--- src/core/uilf_map.svh ---
// Purpose: Offsets, field positions, reset values and codes for the interrupt id and line format block
// Assumes: Byte addresses on a 32-bit APB, one aligned word per register
// Notes: Included by bare name
`ifndef UILF_MAP_SVH
`define UILF_MAP_SVH

`define UILF_OFS_IID 8'h00
`define UILF_OFS_LFC 8'h04
`define UILF_OFS_FSC 8'h08
`define UILF_OFS_SRCEN 8'h0c
`define UILF_OFS_EVST 8'h10
`define UILF_OFS_EVMASK 8'h14
`define UILF_OFS_FMT 8'h18

`define UILF_LFC_DLAB 7
`define UILF_LFC_BREAK 6
`define UILF_LFC_STOP 2
`define UILF_FSC_ENABLE 0
`define UILF_FSC_RXRST 1
`define UILF_FSC_TXRST 2
`define UILF_FSC_DMA 3

`define UILF_SRC_RXDATA 0
`define UILF_SRC_THR 1
`define UILF_SRC_LINE 2
`define UILF_SRC_MODEM 3

`define UILF_LFC_RESET 8'h00
`define UILF_FSC_RESET 8'h00
`define UILF_SRCEN_RESET 4'h0
`define UILF_EV_RESET 5'h00

`define UILF_IID_LINE 4'h6
`define UILF_IID_RXDATA 4'h4
`define UILF_IID_TIMEOUT 4'hc
`define UILF_IID_THR 4'h2
`define UILF_IID_MODEM 4'h0
`define UILF_IID_NONE 4'h1

`define UILF_TRIG_0 5'h01
`define UILF_TRIG_1 5'h04
`define UILF_TRIG_2 5'h08
`define UILF_TRIG_3 5'h0e

`define UILF_WORD_BASE 4'h5
`define UILF_STOP_ONE 3'h2
`define UILF_STOP_ONEHALF 3'h3
`define UILF_STOP_TWO 3'h4

`endif

--- src/core/uilf_pkg.sv ---
// Purpose: Types shared by the interrupt id and line format block
// Assumes: Nothing beyond SystemVerilog packages
// Notes: Numeric constants live in uilf_map.svh
package uilf_pkg;

  typedef enum logic [2:0] {
    UILF_PAR_NONE = 3'b000,
    UILF_PAR_ODD = 3'b001,
    UILF_PAR_EVEN = 3'b010,
    UILF_PAR_FORCE1 = 3'b011,
    UILF_PAR_FORCE0 = 3'b100
  } uilf_parity_e;

  typedef struct packed {
    logic [3:0] word_bits;
    logic [2:0] stop_halves;
    uilf_parity_e parity;
  } uilf_fmt_s;

  typedef struct packed {
    logic line;
    logic rxdata;
    logic timeout;
    logic thr;
    logic modem;
  } uilf_src_s;

endpackage

--- src/core/uilf_top.sv ---
// Purpose: Prioritized interrupt identification and serial line format control for one channel
// Assumes: Source conditions and TXD_IN come from logic on CORE_CLK_IN; APB master follows the bus rules
// Notes: APB answers with one wait state; every output is registered
// Contract
// RULE_01: Identification read returns highest pending source code
// RULE_02: Top source shown until serviced, then next
// RULE_03: Line status is level 1, code 0110
// RULE_04: Received data is level 2, code 0100
// RULE_05: Receive time-out is level 2, code 1100
// RULE_06: Transmit holding empty is level 3, code 0010
// RULE_07: Modem status change is level 4, code 0000
// RULE_08: Bit 0 low when pending, high otherwise
// RULE_09: Bits 7:6 ones when FIFOs enabled, else zero
// RULE_10: Format bit 7 redirects access to divisor latch
// RULE_11: Format bit 6 holds transmit output low
// RULE_12: Format bits 5:3 select parity mode
// RULE_13: Bit 2 selects one, one-half or two stops
// RULE_14: Bits 1:0 select five to eight data bits
// RULE_15: Reset format is 5 bits, 1 stop, no parity
// RULE_16: FIFO data interrupt at trigger count reached
// RULE_17: FIFO setup bits programmed only with enable set
// RULE_18: Parity code 101 forces a one parity bit
// RULE_19: Each source cleared by its customary service access
//
// Decided for this implementation: the address map and the APB interface to the registers.
`timescale 1ns/1ns
`default_nettype none
`include "uilf_map.svh"

module uilf_top import uilf_pkg::*; #(
  parameter int RX_COUNT_W = 5,
  parameter int FIFO_DEPTH = 16
) (
  input wire logic CORE_CLK_IN,
  input wire logic RESET_IN,
  input wire logic PSEL_IN,
  input wire logic PENABLE_IN,
  input wire logic PWRITE_IN,
  input wire logic [7:0] PADDR_IN,
  input wire logic [31:0] PWDATA_IN,
  output logic [31:0] PRDATA_OUT,
  output logic PREADY_OUT,
  output logic PSLVERR_OUT,
  input wire logic LINE_COND_IN,
  input wire logic RX_DATA_READY_IN,
  input wire logic [RX_COUNT_W-1:0] RX_COUNT_IN,
  input wire logic RX_TIMEOUT_IN,
  input wire logic THR_EMPTY_IN,
  input wire logic THR_WRITE_IN,
  input wire logic MODEM_CHANGE_IN,
  input wire logic TXD_IN,
  output logic TXD_OUT,
  output var uilf_fmt_s FORMAT_OUT,
  output logic DIVISOR_ACCESS_OUT,
  output logic FIFO_ENABLE_OUT,
  output logic DMA_MODE_OUT,
  output logic RX_FIFO_RESET_OUT,
  output logic TX_FIFO_RESET_OUT,
  output logic IRQ_OUT
);

  generate
    if (FIFO_DEPTH < 14 || (1 << RX_COUNT_W) <= FIFO_DEPTH) begin : g_bad_param
      $error("uilf_top: FIFO_DEPTH must reach 14 and fit RX_COUNT_W");
    end
  endgenerate

  logic [7:0] line_format_control;
  logic [7:0] fifo_setup_control;
  logic [3:0] source_enable;
  logic [4:0] event_status;
  logic [4:0] event_mask;
  logic [4:0] event_prev;
  logic thr_pend;
  logic thr_empty_q;

  // APB decode; access phase is two cycles since PREADY is a flop
  wire capture = PSEL_IN & PENABLE_IN & ~PREADY_OUT;
  wire done = PSEL_IN & PENABLE_IN & PREADY_OUT;
  wire wr = done & PWRITE_IN;
  wire rd = done & ~PWRITE_IN;
  wire hit_iid = PADDR_IN == `UILF_OFS_IID;
  wire hit_lfc = PADDR_IN == `UILF_OFS_LFC;
  wire hit_fsc = PADDR_IN == `UILF_OFS_FSC;
  wire hit_srcen = PADDR_IN == `UILF_OFS_SRCEN;
  wire hit_evst = PADDR_IN == `UILF_OFS_EVST;
  wire hit_evmask = PADDR_IN == `UILF_OFS_EVMASK;
  wire hit_fmt = PADDR_IN == `UILF_OFS_FMT;
  wire mapped = hit_iid | hit_lfc | hit_fsc | hit_srcen | hit_evst | hit_evmask | hit_fmt;
  wire iid_readonly_write = PWRITE_IN & (hit_iid | hit_fmt);

  // Source conditions
  wire fifo_en = fifo_setup_control[`UILF_FSC_ENABLE];
  wire [1:0] trig_sel = fifo_setup_control[7:6];
  wire [4:0] trig_level = (trig_sel == 2'b00) ? `UILF_TRIG_0 :
                          (trig_sel == 2'b01) ? `UILF_TRIG_1 :
                          (trig_sel == 2'b10) ? `UILF_TRIG_2 : `UILF_TRIG_3;
  wire [RX_COUNT_W-1:0] trig_wide = RX_COUNT_W'(trig_level);
  wire rx_avail = fifo_en ? (RX_COUNT_IN >= trig_wide) : RX_DATA_READY_IN; // see RULE_16
  uilf_src_s pend;
  assign pend.line = LINE_COND_IN & source_enable[`UILF_SRC_LINE];
  assign pend.rxdata = rx_avail & source_enable[`UILF_SRC_RXDATA];
  assign pend.timeout = RX_TIMEOUT_IN & fifo_en & source_enable[`UILF_SRC_RXDATA];
  assign pend.thr = thr_pend & source_enable[`UILF_SRC_THR];
  assign pend.modem = MODEM_CHANGE_IN & source_enable[`UILF_SRC_MODEM];

  // Fixed priority; a lower source is only reported once the higher one drops
  wire [3:0] iid_code = pend.line ? `UILF_IID_LINE : // see RULE_01 see RULE_02 see RULE_03
                        pend.timeout ? `UILF_IID_TIMEOUT : // see RULE_05
                        pend.rxdata ? `UILF_IID_RXDATA : // see RULE_04
                        pend.thr ? `UILF_IID_THR : // see RULE_06
                        pend.modem ? `UILF_IID_MODEM : `UILF_IID_NONE; // see RULE_07 see RULE_08
  wire [7:0] iid_value = {fifo_en, fifo_en, 2'b00, iid_code}; // see RULE_09

  // Line format decode
  wire [5:3] par_sel = line_format_control[5:3];
  uilf_parity_e par_mode;
  assign par_mode = !par_sel[3] ? UILF_PAR_NONE : // see RULE_12
                    (par_sel == 3'b001) ? UILF_PAR_ODD :
                    (par_sel == 3'b011) ? UILF_PAR_EVEN :
                    (par_sel == 3'b101) ? UILF_PAR_FORCE1 : UILF_PAR_FORCE0; // see RULE_18
  wire [1:0] wl_code = line_format_control[1:0];
  uilf_fmt_s next_format;
  assign next_format.word_bits = `UILF_WORD_BASE + {2'b00, wl_code}; // see RULE_14
  assign next_format.stop_halves = !line_format_control[`UILF_LFC_STOP] ? `UILF_STOP_ONE : // see RULE_13
                                   (wl_code == 2'b00) ? `UILF_STOP_ONEHALF : `UILF_STOP_TWO;
  assign next_format.parity = par_mode;

  wire [31:0] read_value = hit_iid ? {24'h000000, iid_value} :
                           hit_lfc ? {24'h000000, line_format_control} :
                           hit_fsc ? {24'h000000, fifo_setup_control} :
                           hit_srcen ? {28'h0000000, source_enable} :
                           hit_evst ? {27'h0, event_status} :
                           hit_evmask ? {27'h0, event_mask} :
                           hit_fmt ? {22'h0, next_format} : 32'h00000000;

  // Holding-empty pending: edge set, cleared by a data write or by reading it as the reported id
  wire thr_rise = THR_EMPTY_IN & ~thr_empty_q;
  wire iid_read_thr = rd & hit_iid & (PRDATA_OUT[3:0] == `UILF_IID_THR);
  wire next_thr_pend = thr_rise | (thr_pend & ~(THR_WRITE_IN | iid_read_thr)); // see RULE_19

  // FIFO setup: with enable clear only the enable drops, other bits keep their value
  wire [7:0] fsc_wr = PWDATA_IN[`UILF_FSC_ENABLE] ? {PWDATA_IN[7:6], 2'b00, PWDATA_IN[3], 3'b001} :
                      {fifo_setup_control[7:1], 1'b0}; // see RULE_17
  wire fsc_write = wr & hit_fsc;
  wire next_rx_rst = fsc_write & PWDATA_IN[`UILF_FSC_ENABLE] & PWDATA_IN[`UILF_FSC_RXRST];
  wire next_tx_rst = fsc_write & PWDATA_IN[`UILF_FSC_ENABLE] & PWDATA_IN[`UILF_FSC_TXRST];

  wire [4:0] ev_now = pend;
  wire [4:0] ev_rise = ev_now & ~event_prev;
  wire [4:0] ev_clear = (wr & hit_evst) ? PWDATA_IN[4:0] : 5'h00;
  logic [4:0] next_event_status;

  // Set wins over a clear in the same cycle
  genvar gi;
  generate
    for (gi = 0; gi < 5; gi++) begin : g_event
      assign next_event_status[gi] = ev_rise[gi] | (event_status[gi] & ~ev_clear[gi]);
    end
  endgenerate

  always_ff @(posedge CORE_CLK_IN or posedge RESET_IN) begin
    if (RESET_IN) begin
      PREADY_OUT <= 1'b0;
      PRDATA_OUT <= 32'h00000000;
      PSLVERR_OUT <= 1'b0;
    end else begin
      PREADY_OUT <= capture;
      PRDATA_OUT <= (capture & ~PWRITE_IN) ? read_value : PRDATA_OUT;
      PSLVERR_OUT <= capture & (~mapped | iid_readonly_write);
    end
  end

  always_ff @(posedge CORE_CLK_IN or posedge RESET_IN) begin
    if (RESET_IN) begin
      line_format_control <= `UILF_LFC_RESET; // see RULE_15
      fifo_setup_control <= `UILF_FSC_RESET;
      source_enable <= `UILF_SRCEN_RESET;
      event_mask <= `UILF_EV_RESET;
    end else begin
      line_format_control <= (wr & hit_lfc) ? PWDATA_IN[7:0] : line_format_control;
      fifo_setup_control <= fsc_write ? fsc_wr : fifo_setup_control;
      source_enable <= (wr & hit_srcen) ? PWDATA_IN[3:0] : source_enable;
      event_mask <= (wr & hit_evmask) ? PWDATA_IN[4:0] : event_mask;
    end
  end

  always_ff @(posedge CORE_CLK_IN or posedge RESET_IN) begin
    if (RESET_IN) begin
      thr_pend <= 1'b0;
      thr_empty_q <= 1'b0;
      event_status <= `UILF_EV_RESET;
      event_prev <= `UILF_EV_RESET;
      IRQ_OUT <= 1'b0;
    end else begin
      thr_pend <= next_thr_pend;
      thr_empty_q <= THR_EMPTY_IN;
      event_status <= next_event_status;
      event_prev <= ev_now;
      IRQ_OUT <= |(next_event_status & event_mask);
    end
  end

  always_ff @(posedge CORE_CLK_IN or posedge RESET_IN) begin
    if (RESET_IN) begin
      TXD_OUT <= 1'b1;
      FORMAT_OUT <= '{word_bits: `UILF_WORD_BASE, stop_halves: `UILF_STOP_ONE, parity: UILF_PAR_NONE};
      DIVISOR_ACCESS_OUT <= 1'b0;
      FIFO_ENABLE_OUT <= 1'b0;
      DMA_MODE_OUT <= 1'b0;
      RX_FIFO_RESET_OUT <= 1'b0;
      TX_FIFO_RESET_OUT <= 1'b0;
    end else begin
      // Break overrides whatever the serializer drives
      TXD_OUT <= line_format_control[`UILF_LFC_BREAK] ? 1'b0 : TXD_IN; // see RULE_11
      FORMAT_OUT <= next_format;
      DIVISOR_ACCESS_OUT <= line_format_control[`UILF_LFC_DLAB]; // see RULE_10
      FIFO_ENABLE_OUT <= fifo_en;
      DMA_MODE_OUT <= fifo_setup_control[`UILF_FSC_DMA];
      RX_FIFO_RESET_OUT <= next_rx_rst;
      TX_FIFO_RESET_OUT <= next_tx_rst;
    end
  end
endmodule
`default_nettype wire

--- config.mk ---
export PLATFORM = sky130hd
export DESIGN_NAME = uilf_top
export DESIGN_NICKNAME = d
export VERILOG_FILES = /design/src/core/uilf_pkg.sv /design/src/core/uilf_top.sv
export VERILOG_INCLUDE_DIRS = /design/src /design/src/core
export SDC_FILE = /design/constraint.sdc
export NUM_CORES = 1
export LEC_CHECK = 0
export ABC_AREA = 1
export BUFFER_PORTS_ARGS = -buffer_cell sky130_fd_sc_hd__buf_4
export CAP_MARGIN = 40
export CORE_MARGIN = 3
export CORE_UTILIZATION = 25
export DETAILED_ROUTE_END_ITERATION = 8
export GPL_ROUTABILITY_DRIVEN = 1
export PLACE_DENSITY = 0.47
export RECOVER_POWER = 100
export SLEW_MARGIN = 20
export SYNTH_ARGS = -nofsm -noshare
export SYNTH_HDL_FRONTEND = slang
export SYNTH_SLANG_ARGS = --single-unit
export TNS_END_PERCENT = 5
--- constraint.sdc ---
create_clock -name CORE_CLK_IN -period 2.1 [get_ports CORE_CLK_IN]
set_input_delay 0.42 -clock CORE_CLK_IN [delete_from_list [all_inputs] [get_ports CORE_CLK_IN]]
set_output_delay 0.42 -clock CORE_CLK_IN [all_outputs]
set_load 0.01 [all_outputs]
# Word-level counts from Yosys, hierarchy flattened
# Cells that the tools add are included.
# word_totals
reg_bits	84
input_bits	57
output_inout_bits	51
wordCells	125
# classes
addsub	1
order_cmp	1
n_eq_ne	12
mux	25
n_bitwise	59
n_reduce_logical	5
# ops
op	n
2-to-1 mux 10 bit	7
AND 1 bit	31
equality test 8 x 5 -> 1 bit (second input constant)	3
2-to-1 mux 3 bit	8
equality test 8 x 4 -> 1 bit (second input constant)	2
2-to-1 mux 4 bit	4
bitwise OR 1 bit	15
AND 5 bit	2
NOT 1 bit	10
equality test 8 x 3 -> 1 bit (second input constant)	1
zero test 8 bit	1
>= comparator 5 x 4 -> 1 bit	1
2-to-1 mux 5 bit	1
NOT 5 bit	1
OR reduction 5 bit	1
adder 3 x 2 -> 4 bit (first input constant)	1
equality test 4 x 2 -> 1 bit (second input constant)	1
zero test 2 bit	2
2-to-1 mux 1 bit	4
equality test 3 x 1 -> 1 bit (second input constant)	1
equality test 3 x 2 -> 1 bit (second input constant)	1
equality test 3 bit (second input constant)	1
equality test 2 x 1 -> 1 bit (second input constant)	1
equality test 2 bit (second input constant)	1
2 further kinds	2

# Longest topological paths before layout
# depth
depth_word	12
ltp_mapped	15
mapped_depth_nobuf	15

# Worst setup path after synthesis
# Ideal clock, no wire load.
# synth_timing
path_kind	input-to-reg
start	input RX_COUNT_IN[0]
end	register IRQ_OUT
setup_time_ps	65
t_arrival_ps	1410
required_time_ps	2035
setup_slack_ps	625
cell_stages	14
path_buffers	0
cell_sequence	inv_1 -> ha_1 -> inv_1 -> nand2_1 -> nand2_1 -> nand2_1 -> nand2_1 -> nand2_1 -> nand2_1 -> nand2_1 -> nand2_1 -> o21ai_0 -> nand2_1 -> nand2_1
# synth_between
elab_chain_cells	7
# synth_lines
element	line_no	text
start, declared	uilf_top.sv:46	input wire logic [RX_COUNT_W-1:0] RX_COUNT_IN,
>= comparator 5 x 4 -> 1 bit	uilf_top.sv:99	wire rx_avail = fifo_en ? (RX_COUNT_IN >= trig_wide) : RX_DATA_READY_IN;
2-to-1 mux 1 bit	uilf_top.sv:99	
AND 1 bit	uilf_top.sv:102	assign pend.rxdata = rx_avail & source_enable[`UILF_SRC_RXDATA];
AND 5 bit	uilf_top.sv:150	wire [4:0] ev_rise = ev_now & ~event_prev;
bitwise OR 1 bit	uilf_top.sv:158	assign next_event_status[gi] = ev_rise[gi] | (event_status[gi] & ~ev_clear[gi]);
net next_event_status[3]	uilf_top.sv:152	logic [4:0] next_event_status;
AND 5 bit	uilf_top.sv:200	IRQ_OUT <= |(next_event_status & event_mask);
OR reduction 5 bit	uilf_top.sv:200	
end signal, assigned	uilf_top.sv:200	
end, declared	uilf_top.sv:59	output logic IRQ_OUT
# The timed path passes the listed nets, and every way through them passes these cells.
# A chain may end at the register's enable or synchronous reset.

# Worst setup path after layout
# layout_timing
start	input PADDR_IN[2]
end	register PRDATA_OUT[4]
# layout_between
elab_chain_cells	8
word_cells_on_any_way	14
cone_classes	eq/ne: 6; mux: 7; reduce/logical: 1
# layout_lines
element	line_no	text
start, declared	uilf_top.sv:39	input wire logic [7:0] PADDR_IN,
equality test 8 x 5 -> 1 bit (no line)	-	
2-to-1 mux 10 bit	uilf_top.sv:135	hit_fmt ? {22'h0, next_format} : 32'h00000000;
2-to-1 mux 10 bit	uilf_top.sv:134	hit_evmask ? {27'h0, event_mask} :
2-to-1 mux 10 bit	uilf_top.sv:133	hit_evst ? {27'h0, event_status} :
2-to-1 mux 10 bit	uilf_top.sv:132	hit_srcen ? {28'h0000000, source_enable} :
2-to-1 mux 10 bit	uilf_top.sv:131	hit_fsc ? {24'h000000, fifo_setup_control} :
2-to-1 mux 10 bit	uilf_top.sv:130	hit_lfc ? {24'h000000, line_format_control} :
2-to-1 mux 10 bit *	uilf_top.sv:129	wire [31:0] read_value = hit_iid ? {24'h000000, iid_value} :
end signal, assigned	uilf_top.sv:169	PRDATA_OUT <= (capture & ~PWRITE_IN) ? read_value : PRDATA_OUT;
end, declared	uilf_top.sv:41	output logic [31:0] PRDATA_OUT,
# Every way passes the cells marked *; elsewhere a longest branch is shown, timed or not.

==> impl_metrics.yaml <==
timing:
  finalHoldViolCount: 0
  timing.final.crit_share_pct: 89.12
  relSlewSlack_pct: 21.62
  finalSetupViolCount: 0
  finalClockSkew_ns: 0.003092
  period_needed_ns: 1.872
  timing.final.max_slew_violations: 0
  rsz0062_at_grt: "false"
  fmax_mhz: 534.3
  tightest_slew_ns: 1.174
  fin_tns_setup_ns: 0
cts:
  cts_setup_buffers: 0
  cts_buffers: 9
  clock-sinks: 62
  cts_resized: 0
  clk_pin_slew_ns: 0.05
  cts_buffer_depth: 2
  h-tree-depth: 3
  clk_latency_ns: 0.33
  root_buffer: "clkbuf_16"
  cts_tree: "built"
  postCtsHoldBufs: 0
pwr:
  vdd_drop_max_v: 0.0003180
  p_per_area_nw_per_um2: 719.0
  p_comb_share_pct: 6.8
  swShare_pct: 23.50
  intPower_mw: 2.104
  leakage_nw: 1.880
  p_clk_share_pct: 48.6
  switchingPower_mw: 0.6462
  p_seq_share_pct: 44.6
  finalPower_mw: 2.750
floorplan:
  dieArea_um2: 13800
  ios: 108
  rows: 40
  start_util_pct: 25.75
  fp.dieH_um: 117.5
  die_w_um: 117.5
  core-area_um2: 12060
global_route:
  grt_pass1_wl_um: 13230
  grtUsageTotal_pct: 12.19
  grt_pass1_vias: 2523
  grt-ovfl-total: 0
  grt_max_degree: 28
  antenna_found_initial: 0
route:
  first_iter_violations: 127
  wirelength_um: 8038
  num_vias: 2475
  dr.pass1.iters: 4
  wl_per_cell_um: 13.26
  postRouteAntennaNets: 0
  drc: 0
  viasPerCell: 4.084
final_layout:
  insertedDiodeCount: 0
  n_fill_cell: 1338
  area_delta_synth_final_pct: 23.17
  drive_gt1_share_pct: 17.35
  fin_nets: 496
logic_synthesis:
  ys.warnings.count: 0
  synth_area_leader_cell: "dfrtp_1"
  syn_avg_cell_area_um2: 8.602
  syn_area_um2: 3105
  synth.distinct_cells: 32
  synth_area_leaders: "dfrtp_1, nand2_1, inv_1, buf_4, dfstp_2"
  syn_inst: 361
  synth_top_area_share_pct: 46.74
  synth-seq-area-share_pct: 50.12
  ys_seq_elements: 62
placement:
  place_hpwl_um: 6475
  io_buffers: 61
  gp_congestion: 0.8687
worst_setup_path:
  worstSetupPathType: "input port to flip-flop"
  endpoint_kind: "flip-flop"
  critical_path_arrival_ns: 2.14
  crit_path_start_kind: "input port"
  required_ns: 2.37
  cp_max_fo: 5
outcome:
  outcome: "completed"
worst_hold_path:
  hold_path_class: "input port to async pin"
flow_run:
  cap_violations: 0
==> cell usage after synthesis, drive strengths merged <==
library cell,count
a21boi,1
a21oi,10
a22oi,1
buf,23
clkbuf,1
conb,1
dfrtp,58
dfstp,4
ha,6
inv,52
nand2,93
nand3,20
nand3b,1
nand4,2
nor2,35
nor3,7
o211ai,2
o21a,1
o21ai,38
o22ai,2
or2,3
==> per-stage QoR <==
step / instance area (um^2) / worst slack [ns] / util, % / cells / hold slack [ns]
2_1_floorplan: 3184 / 0.1452 / - / 382 / 0.3744
3_3_place_gp: 3707 / 0.2559 / 30.74 / 590 / 0.4049
3_5_place_dp: 3707 / 0.2278 / 30.74 / 590 / 0.4100
4_1_cts: 3984 / 0.2825 / 33.03 / 606 / 0.06671
5_1_grt: 3825 / 0.05831 / 31.71 / 606 / 0.1962
6_report: 3825 / 0.2284 / 31.71 / 606 / 0.1534
==> sequential cells by signal (all words and copies together), names as in the netlist, 4 cells and up <==
| register | count |
|---|---|
| line_format_control | 8 |
| source_enable | 4 |
| PRDATA_OUT | 10 |
| event_prev | 5 |
| event_mask | 5 |
| fifo_setup_control | 4 |
| event_status | 5 |
| FORMAT_OUT | 10 |
==> final cells by class <==
type	instances	area [um^2]	share of cell area, %
tap	168	210.2	5.496
clock buffer	10	239.0	6.248
multi-input combinational	244	1217	31.83
inverter	52	195.2	5.103
sequential	62	1556	40.69
clock inverter	6	37.54	0.9814
timing repair buffer	64	369.1	9.650
==> per-layer routing <==
metal  global-route usage [%]  vias to the layer above  part of all wire, %
met3                    3.172                       13                  4.7
met5                        0                        -                    0
li1                         -                     1246                    -
met4                    4.396                        0                  1.5
met1                    16.13                     1154                   47
met2                    19.33                       62                   47
==> cells in the final DEF (no fill, tap or decap), types with 2 or more instances in the layout <==
cell type / Yosys / routed
a21oi_1: 10 / 10
clkinv_2: 0 / 3
inv_1: 47 / 49
o211ai_1: 2 / 2
or2_2: 3 / 3
o21ai_1: 12 / 5
dfrtp_1: 58 / 58
nand2_1: 88 / 91
dfstp_2: 4 / 4
nand3_4: 3 / 3
o21ai_0: 20 / 29
nand3_1: 16 / 16
clkinvlp_4: 0 / 3
nor2_4: 7 / 5
nand4_1: 2 / 2
ha_1: 6 / 6
nor2_1: 24 / 28
nor3_1: 6 / 6
conb_1: 1 / 22
buf_4: 22 / 31
clkbuf_1: 1 / 31
o21ai_2: 6 / 4
nor2_2: 4 / 2
inv_2: 5 / 3
clkbuf_16: 0 / 9
o22ai_1: 2 / 2
==> critical path, stage by stage <==
cell and delay [ns]:
buf_4 0.13, inv_1 0.12, nand2_1 0.06, nor2_1 0.20
inv_2 0.06, nor2_1 0.36, inv_1 0.23, o21ai_0 0.21
a21oi_1 0.07, o21ai_0 0.09, nand2_1 0.09, nand2_1 0.07
==> path summary, 6_finish.rpt <==
path | start | endpoint | slack (ns) | cells after the start
worst max-delay path | PADDR_IN[2] | PRDATA_OUT[4]$_DFFE_PP0P_ | 0.23 | 12
worst min-delay path | RESET_IN | line_format_control[6]$_DFFE_PP0P_ | 0.15 | 2
worst max register to register | fifo_setup_control[7]$_DFFE_PP0P_ | IRQ_OUT$_DFF_PP0_ | 0.29 | 14
worst min register to register | thr_empty_q$_DFF_PP0_ | thr_pend$_DFF_PP0_ | 0.42 | 1
max in group asynchronous | RESET_IN | FORMAT_OUT[9]$_DFF_PP0_ | 0.43 | 3
min in group CORE_CLK_IN | THR_EMPTY_IN | thr_empty_q$_DFF_PP0_ | 0.22 | 1
==> power groups by stage <==
stage	Combinational, mW	Clock [mW]	Sequential [mW]
2_1_floorplan	0.131	0	1.25
6_report	0.187	1.34	1.23
3_5_place_dp	0.207	0	1.25
5_1_grt	0.212	1.42	1.23
4_1_cts	0.208	1.37	1.23
3_3_place_gp	0.205	0	1.25
==> cells by family after synthesis <==
kind of cell	Yosys count	synth area share, %
AOI/OAI and AO/OA	55	10.07
adders and majority gates	6	2.417
buffers and inverters	76	12.09
DFF	62	50.12
other	1	0.1208
and+or+nand+nor	161	25.18
No activity file was read; power rests on OpenSTA's default activity.
